<file path="src/rtl/cta_pkg.sv">
// Function
// - Change position zero is fixed at pixel zero
// - Each change position has a two-bit sequence pointer
// - Toggle positions are twelve bits, two six-bit halves
// - Each blanking sequence has a start polarity bit
// - First horizontal pair polarity: zero plain, one inverted
// - First horizontal clock edges from two six-bit fields
// - Four horizontal drive codes, zero off, 3.5 mA steps
// - Reset gate polarity: zero plain, one inverted
// - Reset gate edges from two six-bit fields
// - Reset gate drive code, zero off, 3.5 mA steps
// - Reference and data sample locations, six bits each
// - Operating mode split over serial addresses 0x00, 0x01
// - Power field selects four power states
// - Operating mode bit two disables black clamp
// - Control mode at address 0x06, resets to zero
// - Three-bit colour steering selects eight modes
// - Control mode bit three enables pixel gain stage
// - Output latch bit: zero latched, one transparent
// - Control mode bit five tristates converter outputs
// - Edge codes map to 48 edges, four quadrants
// - Second and fourth clocks invert first and third
package cta_pkg;

  //////////////////////////////////////////////////////////////////////////
  // Serial addresses

  localparam logic [7:0] CTA_OPMODE_LO_OFF = 8'h00; // Operating mode [5:0]
  localparam logic [7:0] CTA_OPMODE_HI_OFF = 8'h01; // Operating mode [7:6]
  localparam logic [7:0] CTA_CTLMODE_OFF = 8'h06; // Control mode [5:0]
  localparam logic [7:0] CTA_SEQ2_POL_OFF = 8'hd1;
  localparam logic [7:0] CTA_SEQ2_TOG1_LO_OFF = 8'hd2;
  localparam logic [7:0] CTA_SEQ2_TOG1_HI_OFF = 8'hd3;
  localparam logic [7:0] CTA_SEQ2_TOG2_LO_OFF = 8'hd4;
  localparam logic [7:0] CTA_SEQ2_TOG2_HI_OFF = 8'hd5;
  localparam logic [7:0] CTA_SEQ3_POL_OFF = 8'hd6;
  localparam logic [7:0] CTA_SEQ3_TOG1_LO_OFF = 8'hd7;
  localparam logic [7:0] CTA_SEQ3_TOG1_HI_OFF = 8'hd8;
  localparam logic [7:0] CTA_SEQ3_TOG2_LO_OFF = 8'hd9;
  localparam logic [7:0] CTA_SEQ3_TOG2_HI_OFF = 8'hda;
  localparam logic [7:0] CTA_CHG0_PTR_OFF = 8'hdb;
  localparam logic [7:0] CTA_CHG1_POS_LO_OFF = 8'hdc;
  localparam logic [7:0] CTA_CHG1_POS_HI_OFF = 8'hdd;
  localparam logic [7:0] CTA_CHG1_PTR_OFF = 8'hde;
  localparam logic [7:0] CTA_CHG2_POS_LO_OFF = 8'hdf;
  localparam logic [7:0] CTA_CHG2_POS_HI_OFF = 8'he0;
  localparam logic [7:0] CTA_CHG2_PTR_OFF = 8'he1;
  localparam logic [7:0] CTA_CHG3_POS_LO_OFF = 8'he2;
  localparam logic [7:0] CTA_CHG3_POS_HI_OFF = 8'he3;
  localparam logic [7:0] CTA_CHG3_PTR_OFF = 8'he4;
  localparam logic [7:0] CTA_HC1_POL_OFF = 8'he5;
  localparam logic [7:0] CTA_HC1_RISE_OFF = 8'he6;
  localparam logic [7:0] CTA_HC1_FALL_OFF = 8'he7;
  localparam logic [7:0] CTA_HC1_DRV_OFF = 8'he8;
  localparam logic [7:0] CTA_HC2_DRV_OFF = 8'he9;
  localparam logic [7:0] CTA_HC3_DRV_OFF = 8'hea;
  localparam logic [7:0] CTA_HC4_DRV_OFF = 8'heb;
  localparam logic [7:0] CTA_GATE_POL_OFF = 8'hec;
  localparam logic [7:0] CTA_GATE_RISE_OFF = 8'hed;
  localparam logic [7:0] CTA_GATE_FALL_OFF = 8'hee;
  localparam logic [7:0] CTA_GATE_DRV_OFF = 8'hef;
  localparam logic [7:0] CTA_REF_SMP_OFF = 8'hf0;
  localparam logic [7:0] CTA_DAT_SMP_OFF = 8'hf1;

  // Contiguous timing bank spans the first to the last timing address
  localparam int CTA_BANK_DEPTH = 33;

  //////////////////////////////////////////////////////////////////////////
  // Reset values and writable masks of the timing bank, by bank index

  localparam logic [5:0] CTA_BANK_RESET [0:CTA_BANK_DEPTH-1] = '{
    6'h00, 6'h3f, 6'h3f, 6'h3f, 6'h3f, 6'h01, 6'h3f, 6'h3f, 6'h3f,
    6'h3f, 6'h02, 6'h01, 6'h00, 6'h01, 6'h02, 6'h00, 6'h00, 6'h37,
    6'h03, 6'h02, 6'h00, 6'h00, 6'h20, 6'h03, 6'h03, 6'h03, 6'h03,
    6'h00, 6'h00, 6'h10, 6'h02, 6'h24, 6'h00};
  localparam logic [5:0] CTA_BANK_MASK [0:CTA_BANK_DEPTH-1] = '{
    6'h01, 6'h3f, 6'h3f, 6'h3f, 6'h3f, 6'h01, 6'h3f, 6'h3f, 6'h3f,
    6'h3f, 6'h03, 6'h3f, 6'h3f, 6'h03, 6'h3f, 6'h3f, 6'h03, 6'h3f,
    6'h3f, 6'h03, 6'h01, 6'h3f, 6'h3f, 6'h07, 6'h07, 6'h07, 6'h07,
    6'h01, 6'h3f, 6'h3f, 6'h07, 6'h3f, 6'h3f};

  localparam logic [7:0] CTA_OPMODE_RESET = 8'h00; // Operating mode reset
  localparam logic [5:0] CTA_CTLMODE_RESET = 6'h00; // Control mode reset

  //////////////////////////////////////////////////////////////////////////
  // Field positions

  localparam int CTA_OP_PWR_LSB = 0; // Power state [1:0]
  localparam int CTA_OP_CLAMP_DIS_BIT = 2; // Black clamp disable
  localparam int CTA_CTL_STEER_LSB = 0; // Colour steering [2:0]
  localparam int CTA_CTL_GAIN_EN_BIT = 3; // Pixel gain enable
  localparam int CTA_CTL_LATCH_BIT = 4; // Output latch transparent
  localparam int CTA_CTL_TRISTATE_BIT = 5; // Converter outputs off
  localparam logic [3:0] CTA_QUAD_SIZE = 4'hc; // Edges per quadrant
  localparam int CTA_FRAME_DATA_BITS = 6; // Data bits per frame

  //////////////////////////////////////////////////////////////////////////
  // Enumerations and carriers

  typedef enum logic [1:0] {
    CTA_PWR_FULL, CTA_PWR_FAST_RECOVERY, CTA_PWR_REF_STANDBY,
    CTA_PWR_SHUTDOWN
  } cta_power_t;

  typedef enum logic [2:0] {
    CTA_STEER_OFF, CTA_STEER_MOSAIC_SEP, CTA_STEER_MOSAIC_INTERLACED,
    CTA_STEER_MOSAIC_REPEAT, CTA_STEER_THREE, CTA_STEER_THREE_II,
    CTA_STEER_FOUR, CTA_STEER_FOUR_II
  } cta_steer_t;

  // Serial port pins as seen by the block
  typedef struct packed {
    logic sck; // Serial clock, sampled
    logic sdata; // Serial data from host
    logic sload_n; // Frame select, low active
  } cta_serial_in_t;

  // Decoded edge location: index, 0 to 47 when valid, and a validity flag
  typedef struct packed {
    logic valid;
    logic [5:0] index;
  } cta_edge_t;

  // Configuration handed to the timing core and analog front end
  typedef struct packed {
    logic [1:0] blank_start_pol; // [0] sequence 2, [1] sequence 3
    logic [1:0][11:0] blank_first_toggle;
    logic [1:0][11:0] blank_second_toggle;
    logic [3:0][11:0] sequence_change_position;
    logic [3:0][1:0] sequence_pointer;
    logic horiz_clk1_polarity;
    cta_edge_t horiz_clk1_rise_edge;
    cta_edge_t horiz_clk1_fall_edge;
    logic [3:0][2:0] horiz_drive_code;
    logic reset_gate_polarity;
    cta_edge_t reset_gate_rise_edge;
    cta_edge_t reset_gate_fall_edge;
    logic [2:0] reset_gate_drive_code;
    cta_edge_t reference_sample_edge;
    cta_edge_t data_sample_edge;
    cta_power_t power_state;
    logic clamp_disable;
    logic [4:0] test_bits; // Operating mode [7:3]
    cta_steer_t colour_steer;
    logic gain_amp_enable;
  } cta_cfg_t;

  //////////////////////////////////////////////////////////////////////////
  // Edge code decode, used for every edge field

  function automatic cta_edge_t cta_edge_decode(input logic [5:0] code);
    cta_edge_t e;
    logic [5:0] base;
    base = {code[5:4], 4'h0} - {2'h0, code[5:4], 2'h0};
    e.valid = (code[3:0] < CTA_QUAD_SIZE);
    e.index = base + {2'h0, code[3:0]};
    return e;
  endfunction : cta_edge_decode

endpackage : cta_pkg

</file>
<file path="src/rtl/cta_config_regs.sv">
`timescale 1ns/1ns
module cta_config_regs (
  input wire logic core_clk,
  input wire logic srst,
  input wire cta_pkg::cta_serial_in_t serial_in,
  output logic sdata_out,
  output logic sdata_oe,
  input wire logic horiz_phase_one,
  input wire logic horiz_phase_three,
  input wire logic reset_gate_raw,
  output logic horiz_clock_one,
  output logic horiz_clock_two,
  output logic horiz_clock_three,
  output logic horiz_clock_four,
  output logic reset_gate,
  output logic [3:0] horiz_drive_en,
  output logic reset_gate_drive_en,
  input wire logic [9:0] adc_data,
  input wire logic dout_strobe,
  output logic [9:0] adc_dout,
  output logic adc_dout_oe,
  output cta_pkg::cta_cfg_t cfg
);

  //////////////////////////////////////////////////////////////////////////
  // Declarations

  typedef enum logic [2:0] {
    CTA_SP_IDLE, CTA_SP_RW, CTA_SP_ADDR, CTA_SP_DATA, CTA_SP_DONE
  } cta_sp_state_t;

  cta_sp_state_t sp_state_reg; // Serial frame state
  cta_sp_state_t sp_state_next;
  logic sck_prev_reg; // Last sampled serial clock
  logic rw_reg; // High for a read frame
  logic [7:0] addr_reg; // Address, shifted in LSB first
  logic [5:0] data_sr_reg; // Write data, shifted in LSB first
  logic [5:0] rd_sr_reg; // Read data, shifted out LSB first
  logic [2:0] bit_cnt_reg; // Bits taken in current phase
  logic [5:0] bank_reg [0:cta_pkg::CTA_BANK_DEPTH-1]; // Timing bank
  logic [7:0] opmode_reg; // Operating mode, eight bits
  logic [5:0] ctlmode_reg; // Control mode, six bits
  cta_pkg::cta_cfg_t cfg_next;
  logic sck_rise; // Serial clock rising this cycle
  logic [7:0] addr_next; // Address including the bit now arriving
  logic [5:0] wr_word; // Write data including the bit now arriving
  logic wr_fire; // One-cycle write strobe
  logic [9:0] dout_next;
  logic clk_one_next;
  logic clk_three_next;
  logic gate_next;

  //////////////////////////////////////////////////////////////////////////
  // Helpers

  // True when an address falls in the contiguous timing bank
  function automatic logic in_bank(input logic [7:0] a);
    return (a >= cta_pkg::CTA_SEQ2_POL_OFF) &&
           (a <= cta_pkg::CTA_DAT_SMP_OFF);
  endfunction : in_bank

  // Bank index of an address in the timing bank
  function automatic logic [5:0] bank_idx(input logic [7:0] a);
    logic [7:0] d;
    d = a - cta_pkg::CTA_SEQ2_POL_OFF;
    return d[5:0];
  endfunction : bank_idx

  // Stored value of a timing register, by address
  function automatic logic [5:0] bank_at(input logic [7:0] a);
    return bank_reg[bank_idx(a)];
  endfunction : bank_at

  // Read-back value of any address; unmapped addresses read zero
  function automatic logic [5:0] read_word(input logic [7:0] a);
    logic [5:0] r;
    r = 6'h00;
    if (a == cta_pkg::CTA_OPMODE_LO_OFF) begin
      r = opmode_reg[5:0];
    end else if (a == cta_pkg::CTA_OPMODE_HI_OFF) begin
      r = {4'h0, opmode_reg[7:6]};
    end else if (a == cta_pkg::CTA_CTLMODE_OFF) begin
      r = ctlmode_reg;
    end else if (in_bank(a)) begin
      r = bank_at(a);
    end
    return r;
  endfunction : read_word

  //////////////////////////////////////////////////////////////////////////
  // Serial port: frame is one direction bit, eight address bits, six data

  assign sck_rise = serial_in.sck & ~sck_prev_reg;
  assign addr_next = {serial_in.sdata, addr_reg[7:1]};
  assign wr_word = {serial_in.sdata, data_sr_reg[5:1]};
  // Write commits on the last data bit of a write frame
  assign wr_fire = (sp_state_reg == CTA_SP_DATA) && sck_rise && !rw_reg &&
                   (bit_cnt_reg == 3'(cta_pkg::CTA_FRAME_DATA_BITS - 1));

  // Edge detector on the sampled serial clock
  always_ff @(posedge core_clk) begin
    if (srst) begin
      sck_prev_reg <= 1'b0;
    end else begin
      sck_prev_reg <= serial_in.sck;
    end
  end

  // Frame state; raising the select aborts any frame at once
  always_comb begin
    sp_state_next = sp_state_reg;
    case (sp_state_reg)
      CTA_SP_IDLE: begin
        if (!serial_in.sload_n) begin
          sp_state_next = CTA_SP_RW;
        end
      end
      CTA_SP_RW: begin
        if (sck_rise) begin
          sp_state_next = CTA_SP_ADDR;
        end
      end
      CTA_SP_ADDR: begin
        if (sck_rise && bit_cnt_reg == 3'h7) begin
          sp_state_next = CTA_SP_DATA;
        end
      end
      CTA_SP_DATA: begin
        if (sck_rise &&
            bit_cnt_reg == 3'(cta_pkg::CTA_FRAME_DATA_BITS - 1)) begin
          sp_state_next = CTA_SP_DONE;
        end
      end
      CTA_SP_DONE: begin
        sp_state_next = CTA_SP_DONE; // Extra clocks are ignored
      end
      default: begin
        sp_state_next = CTA_SP_IDLE;
      end
    endcase
    if (serial_in.sload_n) begin
      sp_state_next = CTA_SP_IDLE;
    end
  end

  // State register
  always_ff @(posedge core_clk) begin
    if (srst) begin
      sp_state_reg <= CTA_SP_IDLE;
    end else begin
      sp_state_reg <= sp_state_next;
    end
  end

  // Bit counter, cleared at each phase change
  always_ff @(posedge core_clk) begin
    if (srst) begin
      bit_cnt_reg <= 3'h0;
    end else if (sp_state_next != sp_state_reg) begin
      bit_cnt_reg <= 3'h0;
    end else if (sck_rise) begin
      bit_cnt_reg <= bit_cnt_reg + 3'h1;
    end
  end

  // Direction, address and write data shifters
  always_ff @(posedge core_clk) begin
    if (srst) begin
      rw_reg <= 1'b0;
      addr_reg <= 8'h00;
      data_sr_reg <= 6'h00;
    end else if (sck_rise) begin
      if (sp_state_reg == CTA_SP_RW) begin
        rw_reg <= serial_in.sdata;
      end
      if (sp_state_reg == CTA_SP_ADDR) begin
        addr_reg <= addr_next;
      end
      if (sp_state_reg == CTA_SP_DATA) begin
        data_sr_reg <= wr_word;
      end
    end
  end

  // Read shifter: loaded as the address completes, then one bit per clock.
  // The host sees each bit on its rising edge; the shift follows it.
  always_ff @(posedge core_clk) begin
    if (srst) begin
      rd_sr_reg <= 6'h00;
    end else if (sck_rise && sp_state_reg == CTA_SP_ADDR &&
                 bit_cnt_reg == 3'h7) begin
      rd_sr_reg <= read_word(addr_next);
    end else if (sck_rise && sp_state_reg == CTA_SP_DATA) begin
      rd_sr_reg <= {1'b0, rd_sr_reg[5:1]};
    end
  end

  // Data pin is driven only in the data phase of a read frame
  assign sdata_out = rd_sr_reg[0];
  assign sdata_oe = rw_reg && (sp_state_reg == CTA_SP_DATA);

  //////////////////////////////////////////////////////////////////////////
  // Register storage

  // Timing bank; masks keep unused upper bits at zero
  always_ff @(posedge core_clk) begin
    if (srst) begin
      for (int i = 0; i < cta_pkg::CTA_BANK_DEPTH; i++) begin
        bank_reg[i] <= cta_pkg::CTA_BANK_RESET[i];
      end
    end else if (wr_fire && in_bank(addr_reg)) begin
      bank_reg[bank_idx(addr_reg)] <=
        wr_word & cta_pkg::CTA_BANK_MASK[bank_idx(addr_reg)];
    end
  end

  // Operating mode, written in two halves at two addresses
  always_ff @(posedge core_clk) begin
    if (srst) begin
      opmode_reg <= cta_pkg::CTA_OPMODE_RESET;
    end else if (wr_fire && addr_reg == cta_pkg::CTA_OPMODE_LO_OFF) begin
      opmode_reg[5:0] <= wr_word;
    end else if (wr_fire && addr_reg == cta_pkg::CTA_OPMODE_HI_OFF) begin
      opmode_reg[7:6] <= wr_word[1:0];
    end
  end

  // Control mode; all six bits are stored as written: colour steering,
  // gain enable, output latch and tristate
  always_ff @(posedge core_clk) begin
    if (srst) begin
      ctlmode_reg <= cta_pkg::CTA_CTLMODE_RESET;
    end else if (wr_fire && addr_reg == cta_pkg::CTA_CTLMODE_OFF) begin
      ctlmode_reg <= wr_word;
    end
  end

  //////////////////////////////////////////////////////////////////////////
  // Configuration decode

  always_comb begin
    cfg_next = '0;
    cfg_next.blank_start_pol = {1'(bank_at(cta_pkg::CTA_SEQ3_POL_OFF)),
      1'(bank_at(cta_pkg::CTA_SEQ2_POL_OFF))};
    cfg_next.blank_first_toggle[0] = {
      bank_at(cta_pkg::CTA_SEQ2_TOG1_HI_OFF),
      bank_at(cta_pkg::CTA_SEQ2_TOG1_LO_OFF)};
    cfg_next.blank_second_toggle[0] = {
      bank_at(cta_pkg::CTA_SEQ2_TOG2_HI_OFF),
      bank_at(cta_pkg::CTA_SEQ2_TOG2_LO_OFF)};
    cfg_next.blank_first_toggle[1] = {
      bank_at(cta_pkg::CTA_SEQ3_TOG1_HI_OFF),
      bank_at(cta_pkg::CTA_SEQ3_TOG1_LO_OFF)};
    cfg_next.blank_second_toggle[1] = {
      bank_at(cta_pkg::CTA_SEQ3_TOG2_HI_OFF),
      bank_at(cta_pkg::CTA_SEQ3_TOG2_LO_OFF)};
    // Position zero has no storage and is always pixel zero
    cfg_next.sequence_change_position[0] = 12'h000;
    cfg_next.sequence_change_position[1] = {
      bank_at(cta_pkg::CTA_CHG1_POS_HI_OFF),
      bank_at(cta_pkg::CTA_CHG1_POS_LO_OFF)};
    cfg_next.sequence_change_position[2] = {
      bank_at(cta_pkg::CTA_CHG2_POS_HI_OFF),
      bank_at(cta_pkg::CTA_CHG2_POS_LO_OFF)};
    cfg_next.sequence_change_position[3] = {
      bank_at(cta_pkg::CTA_CHG3_POS_HI_OFF),
      bank_at(cta_pkg::CTA_CHG3_POS_LO_OFF)};
    cfg_next.sequence_pointer[0] =
      2'(bank_at(cta_pkg::CTA_CHG0_PTR_OFF));
    cfg_next.sequence_pointer[1] =
      2'(bank_at(cta_pkg::CTA_CHG1_PTR_OFF));
    cfg_next.sequence_pointer[2] =
      2'(bank_at(cta_pkg::CTA_CHG2_PTR_OFF));
    cfg_next.sequence_pointer[3] =
      2'(bank_at(cta_pkg::CTA_CHG3_PTR_OFF));
    cfg_next.horiz_clk1_polarity = 1'(bank_at(cta_pkg::CTA_HC1_POL_OFF));
    cfg_next.horiz_clk1_rise_edge =
      cta_pkg::cta_edge_decode(bank_at(cta_pkg::CTA_HC1_RISE_OFF));
    cfg_next.horiz_clk1_fall_edge =
      cta_pkg::cta_edge_decode(bank_at(cta_pkg::CTA_HC1_FALL_OFF));
    cfg_next.horiz_drive_code[0] =
      3'(bank_at(cta_pkg::CTA_HC1_DRV_OFF));
    cfg_next.horiz_drive_code[1] =
      3'(bank_at(cta_pkg::CTA_HC2_DRV_OFF));
    cfg_next.horiz_drive_code[2] =
      3'(bank_at(cta_pkg::CTA_HC3_DRV_OFF));
    cfg_next.horiz_drive_code[3] =
      3'(bank_at(cta_pkg::CTA_HC4_DRV_OFF));
    cfg_next.reset_gate_polarity = 1'(bank_at(cta_pkg::CTA_GATE_POL_OFF));
    cfg_next.reset_gate_rise_edge =
      cta_pkg::cta_edge_decode(bank_at(cta_pkg::CTA_GATE_RISE_OFF));
    cfg_next.reset_gate_fall_edge =
      cta_pkg::cta_edge_decode(bank_at(cta_pkg::CTA_GATE_FALL_OFF));
    cfg_next.reset_gate_drive_code =
      3'(bank_at(cta_pkg::CTA_GATE_DRV_OFF));
    cfg_next.reference_sample_edge =
      cta_pkg::cta_edge_decode(bank_at(cta_pkg::CTA_REF_SMP_OFF));
    cfg_next.data_sample_edge =
      cta_pkg::cta_edge_decode(bank_at(cta_pkg::CTA_DAT_SMP_OFF));
    cfg_next.power_state = cta_pkg::cta_power_t'(
      opmode_reg[cta_pkg::CTA_OP_PWR_LSB +: 2]);
    cfg_next.clamp_disable =
      opmode_reg[cta_pkg::CTA_OP_CLAMP_DIS_BIT];
    cfg_next.test_bits = opmode_reg[7:3];
    cfg_next.colour_steer = cta_pkg::cta_steer_t'(
      ctlmode_reg[cta_pkg::CTA_CTL_STEER_LSB +: 3]);
    cfg_next.gain_amp_enable =
      ctlmode_reg[cta_pkg::CTA_CTL_GAIN_EN_BIT];
  end

  // Configuration is registered so the timing core sees clean levels
  always_ff @(posedge core_clk) begin
    if (srst) begin
      cfg <= '0;
    end else begin
      cfg <= cfg_next;
    end
  end

  //////////////////////////////////////////////////////////////////////////
  // Clock outputs: polarity applied here, partners are exact inverses

  assign clk_one_next = horiz_phase_one ^ cfg.horiz_clk1_polarity;
  assign clk_three_next = horiz_phase_three;
  assign gate_next = reset_gate_raw ^ cfg.reset_gate_polarity;

  // One flop per clock; the inverse is taken after the flop so the pair
  // can never be skewed by a cycle
  always_ff @(posedge core_clk) begin
    if (srst) begin
      horiz_clock_one <= 1'b0;
      horiz_clock_three <= 1'b0;
      reset_gate <= 1'b0;
    end else begin
      horiz_clock_one <= clk_one_next;
      horiz_clock_three <= clk_three_next;
      reset_gate <= gate_next;
    end
  end

  assign horiz_clock_two = ~horiz_clock_one;
  assign horiz_clock_four = ~horiz_clock_three;

  // Drive code zero switches a driver off; other codes only set current
  for (genvar k = 0; k < 4; k++) begin : g_drive
    assign horiz_drive_en[k] = |cfg.horiz_drive_code[k];
  end
  assign reset_gate_drive_en = |cfg.reset_gate_drive_code;

  //////////////////////////////////////////////////////////////////////////
  // Converter output latch and output enable

  // Transparent mode follows every cycle; latched mode waits for strobe
  always_comb begin
    dout_next = adc_dout;
    if (ctlmode_reg[cta_pkg::CTA_CTL_LATCH_BIT] || dout_strobe) begin
      dout_next = adc_data;
    end
  end

  // Output data register
  always_ff @(posedge core_clk) begin
    if (srst) begin
      adc_dout <= 10'h000;
    end else begin
      adc_dout <= dout_next;
    end
  end

  // Outputs driven while the tristate bit is low
  assign adc_dout_oe = ~ctlmode_reg[cta_pkg::CTA_CTL_TRISTATE_BIT];

endmodule : cta_config_regs

</file>
<file path="config.mk">
export PLATFORM = sky130hd
export DESIGN_NAME = cta_config_regs
export DESIGN_NICKNAME = d
export VERILOG_FILES = /design/src/rtl/cta_pkg.sv /design/src/rtl/cta_config_regs.sv
export SDC_FILE = /design/constraint.sdc
export NUM_CORES = 1
export LEC_CHECK = 0
export ABC_AREA = 1
export BUFFER_PORTS_ARGS = -buffer_cell sky130_fd_sc_hd__buf_2
export CORE_MARGIN = 1
export CORE_UTILIZATION = 47
export CTS_BUF_LIST = sky130_fd_sc_hd__clkbuf_8
export DETAILED_ROUTE_END_ITERATION = 12
export GPL_ROUTABILITY_DRIVEN = 0
export PLACE_DENSITY = 0.73
export SYNTH_ARGS = -nofsm -noshare
export SYNTH_HDL_FRONTEND = slang
export SYNTH_SLANG_ARGS = --single-unit
</file>
<file path="constraint.sdc">
create_clock -name core_clk -period 3.4 [get_ports core_clk]
set_input_delay 0.68 -clock core_clk [delete_from_list [all_inputs] [get_ports core_clk]]
set_output_delay 0.68 -clock core_clk [all_outputs]
set_load 0.005 [all_outputs]
</file>
==> flow_metrics.tcl, run 1 <==
set metrics [dict create \
    crit_end "rd_sr_reg[3]" \
    design_area_um2 28400 \
    areaGrowthSynthToFinish_pct 15.7 \
    numCtsBuffers 93 \
    final_common_cell "nand2_1" \
    leakage_nw 11.8 \
    die_w_um 230 \
    vias 18500 \
    crit_path_end_kind "register" \
    critPathMaxFanout 25 \
    maxCapViolCount 0 \
    cts_tree "built" \
    slew_headroom 0.227 \
    fin_crit_sh 0.925 \
    first_global_vias 17800 \
    drt.antenna.violating_nets 0 \
    fin_setup_tns_ns 0 \
    layout_common_cells "nand2_1, nor2_1, edfxtp_1" \
    clockRootBuffer "clkbuf_8" \
    routedWlPerCell_um 18.1 \
    clk_latency_ns 0.69 \
    wl_um 63100 \
    start_util 0.477 \
    largest_reg_flops 384 \
    r2r_end "rd_sr_reg[3]" \
    timing.hold.ws_ns 0.221 \
    layout-drive-gt1-share 0.165 \
    crit_path_start "addr_reg[2]" \
    setup_slack_ns 0.255 \
    drtPass1Iterations 6 \
    dp_hpwl_um 42100 \
    fillers 4324 \
    rows 83 \
    cts.sinks 603 \
    fin_crit_ns 3.15 \
    rsz0062_at_grt "no" \
    synthArstFlopShare 0 \
    synth_cell_types 44 \
    r2r_start "addr_reg[2]" \
    hold_class "input pin to register" \
    drtIter0Drc 2117 \
    fmaxAchievable_mhz 318 \
    arrival_ns 3.71 \
    grt_max_degree 174 \
    clk_pin_slew_ns 0.07 \
    netlist_instances 2467 \
    htree_num_levels 3 \
    synth_ff_type "edfxtp_1" \
    status "finished clean" \
    drc 0 \
    tightestPinTransition_ns 1.16 \
    preCtsSetupSlack_ns 0.357 \
    grt_usage 0.235 \
    io_pins 219 \
    reg2reg_slack_ns 0.25 \
    ys_ff_latch 603 \
    cts_resized 0 \
    clk_path_buf_depth 3 \
    vias_per_cell 5.33 \
    criticalPathCategory "register to register" \
    hold_violations 0 \
    cts_setup_buffers 0 \
    power_density_nw_per_um2 525 \
    yosysSeqAreaShare 0.649 \
    vdd.ir_drop.worst_mv 0.251 \
    die_area_um2 53100 \
    cp.required_ns 3.97 \
    synth_edf_count 384 \
    avgSynthCellArea_um2 9.94 \
    r2r_cells 15 \
    die_h_um 230 \
    io_buffer_count 206 \
    yosysWarnings 0 \
    setup_viol 0 \
    syn-cell-area_um2 24500 \
    overflow 0 \
    antenna_found_initial 1 \
    drv_slew 0 \
    hold_buffers 0 \
    place_area_um2 26400 \
    nNetsFinal 2771 \
    skew_ns 0.0350 \
    design.core.area_um2 51400 \
    start_kind "register" \
    grt_pass1_wl_um 96600 \
]
cell type report:
| cell class | count | area (um2) | share of cell area |
|---|---|---|---|
| antenna | 1 | 2.50 | 0.0000882 |
| clock buffer | 110 | 1510 | 0.0534 |
| clock inverter | 59 | 455 | 0.0161 |
| inverter | 248 | 933 | 0.0329 |
| multi-input combinational | 1511 | 7120 | 0.251 |
| sequential | 603 | 15900 | 0.561 |
| tap | 680 | 851 | 0.0300 |
| timing repair buffer | 265 | 1570 | 0.0553 |
critical path, stage by stage (launching register included):
cell and delay, ns:
dfxtp_1 0.46, inv_1 0.17, ha_4 0.37, inv_2 0.35, buf_4 0.37, o21ai_0 0.14, nand2_1 0.13, a21oi_1 0.07
o21ai_0 0.07, o21ai_0 0.19, o21ai_0 0.23, nand2_1 0.08, nand3_1 0.15, nand3_1 0.12, nand2_1 0.08, inv_1 0.04
how the worst min path moves through the flow:
stage	end	slack, ns	from	depth (start not counted)
4_1_cts	horiz_clock_three	0.18	horiz_phase_three	3
3_5_place_dp	cfg[3]	0.44	ctlmode_reg[2]	2
6_report	horiz_clock_three	0.22	horiz_phase_three	3
5_1_grt	horiz_clock_three	0.20	horiz_phase_three	3
3_3_place_gp	cfg[5]	0.44	opmode_reg[4]	2
2_1_floorplan	cfg[7]	0.41	opmode_reg[6]	2
synthesized netlist by cell type (2+ instances only):
cell,number,area share
buf_1,4,0.00061
edfxtp_1,384,0.47
nand4_1,2,0.00051
nor2_8,2,0.0016
dfxtp_1,219,0.18
a22oi_1,3,0.00092
a21oi_1,133,0.027
nor3_1,6,0.0012
nand3_1,270,0.055
nand2_4,8,0.0037
buf_6,7,0.0032
nor2_4,5,0.0023
nand2_2,7,0.0018
o21a_1,3,0.00092
a211oi_1,9,0.0028
ha_1,30,0.015
nor2_1,393,0.060
o211ai_1,17,0.0052
buf_4,17,0.0052
inv_1,236,0.036
buf_2,46,0.0094
or3_1,5,0.0013
nor2_2,11,0.0028
nand2_1,395,0.060
inv_2,10,0.0015
nand3_2,2,0.00082
o21ai_0,150,0.031
xor2_1,7,0.0025
xnor2_1,3,0.0011
clkinv_1,2,0.00031
clkbuf_1,68,0.010
routing by layer:
| layer | vias to the layer above | wire [um] | track usage |
|---|---|---|---|
| li1 | 8647 | - | - |
| met1 | 8734 | 23500 | 0.293 |
| met2 | 993 | 31200 | 0.397 |
| met3 | 158 | 6010 | 0.0414 |
| met4 | 0 | 2350 | 0.112 |
| met5 | - | 0 | 0 |
power breakdown:
group / switching [mW] / internal, mW / total (mW) / leakage, nW
registers: 0.0672 / 7.91 / 7.98 / 5.17
clock network: 2.82 / 3.49 / 6.31 / 1.09
logic: 0.403 / 0.210 / 0.613 / 5.57
kinds of logic (layout without fill, tap and decap cells):
| group | Yosys count | in the layout | synth area share |
|---|---|---|---|
| simple gates | 1111 | 1111 | 0.194 |
| flops | 603 | 603 | 0.649 |
| buf+inv | 390 | 682 | 0.0668 |
| compound gates | 320 | 320 | 0.0694 |
| fa+ha+maj | 30 | 30 | 0.0153 |
| xor+xnor | 12 | 12 | 0.00536 |
| other cells | 1 | 39 | 0.000153 |
metrics by stage:
step                cells  utilization  total power [mW]
global route         3477        0.552              15.4
detailed placement   3307        0.513              8.74
floorplan            2504            -              8.48
finish               3477        0.552              14.9
CTS                  3476        0.552              15.0
global placement     3307        0.513              8.72
Note: power is estimated with default switching activity, not from simulation.
==> run 2, diff against run 1 <==
--- a/config.mk
+++ b/config.mk
@@ -8,11 +8,11 @@
 export ABC_AREA = 1
 export BUFFER_PORTS_ARGS = -buffer_cell sky130_fd_sc_hd__buf_2
 export CORE_MARGIN = 1
-export CORE_UTILIZATION = 47
+export CORE_UTILIZATION = 50
 export CTS_BUF_LIST = sky130_fd_sc_hd__clkbuf_8
 export DETAILED_ROUTE_END_ITERATION = 12
 export GPL_ROUTABILITY_DRIVEN = 0
-export PLACE_DENSITY = 0.73
+export PLACE_DENSITY = 0.77
 export SYNTH_ARGS = -nofsm -noshare
 export SYNTH_HDL_FRONTEND = slang
 export SYNTH_SLANG_ARGS = --single-unit
==> run 2 against run 1 <==
  * Worst setup slack better by 0.0036 ns
  * Clock power down 3.8%
  * Combinational power up 2%
  * Flip-flop and latch count unchanged
  * Total power down 1.5%
  * Via count up 0.72%
  * Die area down 5.9%
  * First-iteration DRC count up 16%
  * Global-route usage up 1.5 points
  * Largest cell class unchanged
  * Largest power group unchanged
  * Highest routed layer unchanged
==> flow_metrics.tcl, run 2 (synthesis gave the netlist of run 1 again) <==
set metrics [dict create \
    cts_setup_buffers 0 \
    fillers 3799 \
    vdd.ir_drop.worst_mv 0.322 \
    r2r_end "bank_reg[61][4]" \
    numCtsBuffers 94 \
    wl_um 63400 \
    grt_pass1_wl_um 96900 \
    maxCapViolCount 0 \
    setup_slack_ns 0.259 \
    r2r_start "addr_reg[2]" \
    layout_common_cells "nand2_1, nor2_1, edfxtp_1" \
    leakage_nw 11.8 \
    slowest_stage "inv_1" \
    preCtsSetupSlack_ns 0.334 \
    grt_usage 0.250 \
    cts_resized 0 \
    cp.required_ns 3.73 \
    reg2reg_slack_ns 0.26 \
    start_kind "register" \
    rsz0062_at_grt "no" \
    slew_headroom 0.335 \
    fin_crit_ns 3.14 \
    crit_path_end_kind "register" \
    ff_latch_area_um2 15900 \
    r2r_cells 12 \
    fmaxAchievable_mhz 318 \
    status "finished clean" \
    arrival_ns 3.47 \
    io_pins 219 \
    die_w_um 223 \
    cts_tree "built" \
    io_buffer_count 206 \
    worstHoldEndpoint "horiz_clock_three" \
    hold_violations 0 \
    hp-start "horiz_phase_three" \
    multi_input_area_um2 7120 \
    dp.cells 3248 \
    crit_top_cell "inv_1" \
    routedWlPerCell_um 18.5 \
    largest_reg_flops 384 \
    hold_buffers 0 \
    tightestPinTransition_ns 0.997 \
    areaGrowthSynthToFinish_pct 15.0 \
    htree_num_levels 3 \
    drtPass1Iterations 8 \
    first_global_vias 18200 \
    start_util 0.510 \
    die_h_um 223 \
    clk_pin_slew_ns 0.06 \
    hold_depth 3 \
    crit_chain "inv_1 > ha_1 > inv_1 > a21oi_2 > or2_0 > nand2_1 > o21ai_1 > o21ai_0 > nand2_1 > nand3_2 > nand2_4 > inv_1" \
    slowest_delay_ns 0.68 \
    setup_viol 0 \
    criticalPathCategory "register to register" \
    grt_max_degree 174 \
    fin_setup_tns_ns 0 \
    overflow 0 \
    hold_class "input pin to register" \
    skew_ns 0.0401 \
    dp_hpwl_um 41800 \
    clk_path_buf_depth 3 \
    design_area_um2 28200 \
    rows 80 \
    design.core.area_um2 48000 \
    drc 0 \
    layout-drive-gt1-share 0.164 \
    fin_crit_sh 0.924 \
    diodes 0 \
    drv_slew 0 \
    cts.sinks 603 \
    antenna_found_initial 0 \
    final_common_cell "nand2_1" \
    clockRootBuffer "clkbuf_8" \
    vias 18700 \
    power_density_nw_per_um2 520 \
    drtIter0Drc 2448 \
    nNetsFinal 2778 \
    drt.antenna.violating_nets 0 \
    layout.cells.non_filler 3419 \
    clk_latency_ns 0.69 \
    vias_per_cell 5.46 \
    place_area_um2 26300 \
    critPathMaxFanout 31 \
    die_area_um2 49900 \
]
-- run 2: stage by stage --
stage	hold slack, ns	power [mW]	utilization
after detailed placement	0.445	8.74	0.548
after global placement	0.438	8.72	0.548
final	0.226	14.7	0.587
after global routing	0.219	15.1	0.587
after floorplan	0.413	8.48	-
after CTS	0.180	14.7	0.587
-- run 2: metal layers --
layer / track usage / wire length (um)
met1: 0.308 / 23700
met2: 0.417 / 30800
met3: 0.0547 / 6230
met4: 0.124 / 2610
met5: 0 / 0
-- run 2: worst max-delay path: cells and delay by family (launching register included) --
family                     cells  cell delay [ns]
buffers and inverters          3             0.95
and+or+nand+nor                5             0.89
DFF                            1             0.45
AOI/OAI and AO/OA              3             0.26
adders and majority gates      1             0.25
-- run 2: worst max path at each step --
stage / start / cells past startpoint / slack (ns) / endpoint
floorplan: addr_reg[1] / 15 / 0.29 / bank_reg[1][0]
global placement: serial_in[2] / 11 / 0.41 / bank_reg[0][0]
detailed placement: serial_in[2] / 11 / 0.33 / bank_reg[0][2]
CTS: addr_reg[2] / 12 / 0.32 / bank_reg[60][4]
global route: addr_reg[2] / 12 / 0.03 / bank_reg[60][4]
finish: addr_reg[2] / 12 / 0.26 / bank_reg[61][4]
-- run 2: report_power, final --
part / total, mW / switching (mW) / internal (mW)
registers: 7.98 / 0.0657 / 7.91
logic: 0.626 / 0.416 / 0.210
clock network: 6.07 / 2.80 / 3.27
total: 14.7 / 3.28 / 11.4
-- run 2: final cells by class --
cell class | count | share of cell area
flip-flops and latches | 603 | 0.564
well taps | 615 | 0.0273
clock inverters | 67 | 0.0161
multi-input cells | 1511 | 0.252
repair buffers | 271 | 0.0559
inverters | 248 | 0.0331
clock buffers | 104 | 0.0508
==> run 3, diff against run 2 <==
--- a/config.mk
+++ b/config.mk
@@ -5,14 +5,14 @@
 export SDC_FILE = /design/constraint.sdc
 export NUM_CORES = 1
 export LEC_CHECK = 0
-export ABC_AREA = 1
+export ABC_CLOCK_PERIOD_IN_PS = 3400
 export BUFFER_PORTS_ARGS = -buffer_cell sky130_fd_sc_hd__buf_2
 export CORE_MARGIN = 1
 export CORE_UTILIZATION = 50
 export CTS_BUF_LIST = sky130_fd_sc_hd__clkbuf_8
 export DETAILED_ROUTE_END_ITERATION = 12
 export GPL_ROUTABILITY_DRIVEN = 0
-export PLACE_DENSITY = 0.77
+export PLACE_DENSITY = 0.7
 export SYNTH_ARGS = -nofsm -noshare
 export SYNTH_HDL_FRONTEND = slang
 export SYNTH_SLANG_ARGS = --single-unit
==> run 3 against run 2 <==
  * Cell count shrank 20%
  * Sequential share of layout area shrank 0.29 points
  * Synthesized area shrank 1.2%
  * Worst setup slack lost 0.15 ns
  * Utilization grew 0.68 points
  * Register-to-register slack lost 0.15 ns
  * Fmax shrank 4.4%
  * Total power shrank 1.5%
  * Clock power shrank 4.8%
  * Critical path depth shrank 2
  * Largest cell class unchanged
==> flow_metrics.tcl, run 3 <==
set metrics [dict create \
    preCtsSetupSlack_ns 0.155 \
    crit_path_start "addr_reg[1]" \
    crit_top_cell "buf_4" \
    ys_top_cells_by_count "edfxtp_1, dfxtp_1, nor2b_1" \
    layout.cells.non_filler 2737 \
    setup_slack_ns 0.113 \
    overflow 0 \
    r2r_start "addr_reg[1]" \
    power_density_nw_per_um2 510 \
    die_area_um2 49400 \
    grt_pass1_wl_um 89900 \
    antenna_found_initial 1 \
    fin_crit_sh 0.967 \
    layout_common_cells "edfxtp_1, dfxtp_1, buf_2" \
    power.switching_mw 3.19 \
    r2r_end "rd_sr_reg[3]" \
    slowest_delay_ns 0.50 \
    synthArstFlopShare 0 \
    fin_setup_tns_ns 0 \
    cts_setup_buffers 0 \
    nNetsFinal 2093 \
    critPathMaxFanout 10 \
    routedWlPerCell_um 21.6 \
    grt_usage 0.241 \
    syn-cell-area_um2 24200 \
    status "finished clean" \
    crit_chain "inv_1 > ha_1 > buf_4 > xor2_4 > buf_4 > nor2b_1 > a211oi_1 > a2111oi_0 > o41ai_1 > a221oi_1" \
    first_global_vias 15200 \
    netlist_instances 1728 \
    avgSynthCellArea_um2 14.0 \
    seq_power_share 0.562 \
    io_pins 219 \
    dp.cells 2565 \
    drc 0 \
    rsz0062_at_grt "no" \
    final_common_cell "edfxtp_1" \
    leakage_nw 10.6 \
    cts.sinks 603 \
    synth_top_area_share 0.476 \
    slowest_stage "a211oi_1" \
    clk_latency_ns 0.71 \
    hold_class "input pin to register" \
    cts_resized 0 \
    hold_violations 0 \
    skew_ns 0.0360 \
    swShare 0.221 \
    maxCapViolCount 0 \
    crit_end "rd_sr_reg[3]" \
    vdd.ir_drop.worst_mv 0.410 \
    tightestPinTransition_ns 1.15 \
    vias 15300 \
    drtIter0Drc 1543 \
    ys_ff_latch 603 \
    arrival_ns 3.82 \
    vias_per_cell 5.59 \
    largest_reg_flops 384 \
    yosysSeqAreaShare 0.657 \
    p_comb_frac 0.038 \
    crit_path_end_kind "register" \
    design.core.area_um2 47700 \
    grt_max_degree 187 \
    drtPass1Iterations 5 \
    layout-drive-gt1-share 0.272 \
    clockRootBuffer "clkbuf_8" \
    synth_area_leader_cell "edfxtp_1" \
    clk_path_buf_depth 3 \
    yosysWarnings 0 \
    start_kind "register" \
    drv_slew 0 \
    fmaxAchievable_mhz 304 \
    timing.hold.ws_ns 0.219 \
    io_buffer_count 206 \
    synth_edf_count 384 \
    start_util 0.508 \
    netlist_top_cells_area "edfxtp_1, dfxtp_1, mux4_2" \
    dp_hpwl_um 40500 \
    rows 80 \
    fin_crit_ns 3.29 \
    drt.antenna.violating_nets 0 \
    r2r_cells 10 \
    clk_pin_slew_ns 0.07 \
    setup_viol 0 \
    synth_most_common_cell "edfxtp_1" \
    synth_cell_types 73 \
    synth_ff_type "edfxtp_1" \
    numCtsBuffers 91 \
    die_w_um 222 \
    p_clk_frac 0.400 \
    wl_um 59200 \
    htree_num_levels 3 \
    hold_buffers 0 \
    cp.required_ns 3.93 \
    cts_tree "built" \
    reg2reg_slack_ns 0.11 \
    slew_headroom 0.234 \
    p_int_mw 11.3 \
    criticalPathCategory "register to register" \
    die_h_um 222 \
    areaGrowthSynthToFinish_pct 17.0 \
]
[run 3: changes by cell type after synthesis, sizes merged, moves of 27 or more]
| cell | delta |
|---|---|
| nor2b | +151 |
| nand2 | -308 |
| mux2i | +57 |
| mux4 | +98 |
| a21oi | -87 |
| o21ai | -101 |
| inv | -215 |
| nand3 | -242 |
| nor2 | -278 |
| nor3 | +74 |
| nand2b | +27 |
[run 3: kinds of logic (layout without fill, tap and decap cells)]
family / count (synthesis) / after routing / share of synthesized area
flops: 603 / 603 / 0.657
mux: 165 / 165 / 0.119
buf+inv: 153 / 509 / 0.0289
other cells: 1 / 39 / 0.000155
simple gates: 583 / 583 / 0.123
compound gates: 166 / 166 / 0.0444
fa+ha+maj: 30 / 30 / 0.0155
xor+xnor: 27 / 27 / 0.0123
[run 3: worst min path at each step]
stage | to | from | depth (start not counted)
global route | adc_dout[6] | adc_data[6] | 3
CTS | horiz_clock_three | horiz_phase_three | 2
floorplan | adc_dout[0] | adc_dout[0] | 2
finish | horiz_clock_three | horiz_phase_three | 2
detailed placement | adc_dout[0] | adc_dout[0] | 2
global placement | adc_dout[1] | adc_dout[1] | 2
[run 3: layout make-up]
class,instances,area (um2)
multi-input cells,1009,7830
flip-flops and latches,603,15900
fillers,3650,19400
clock buffers,106,1460
clock inverters,64,350
inverters,32,120
diodes,1,2.50
repair buffers,307,1900
well taps,615,769
[run 3: power groups by stage]
stage | registers (mW) | clock network (mW) | logic [mW]
global route | 8.14 | 6.19 | 0.599
detailed placement | 8.28 | 0 | 0.549
finish | 8.12 | 5.78 | 0.548
floorplan | 8.23 | 0 | 0.318
CTS | 8.13 | 5.86 | 0.551
global placement | 8.27 | 0 | 0.537
[run 3: routing by layer]
| metal | GRT usage | routed length (um) | vias up |
|---|---|---|---|
| met1 | 0.313 | 24000 | 7591 |
| met2 | 0.403 | 29500 | 669 |
| met3 | 0.0436 | 4000 | 116 |
| li1 | - | - | 6921 |
| met5 | 0 | 0 | - |
| met4 | 0.0945 | 1680 | 0 |
[run 3: through the flow]
| step | util | power [mW] | instance area, um2 |
|---|---|---|---|
| final | 0.594 | 14.5 | 28300 |
| after global routing | 0.594 | 14.9 | 28300 |
| after CTS | 0.594 | 14.5 | 28300 |
| after detailed placement | 0.556 | 8.83 | 26500 |
| after global placement | 0.556 | 8.81 | 26500 |
| after floorplan | - | 8.55 | 24400 |
[run 3: worst max-delay path: cells and delay by family, from the launching register on]
kind                     cells  cell delay [ns]
AND/OR/NAND/NOR              1             0.07
buffers and inverters        3             0.63
XOR/XNOR                     1             0.45
AO/OA/AOI/OAI                4             1.31
flip-flops                   1             0.42
adder cells (fa/ha/maj)      1             0.25
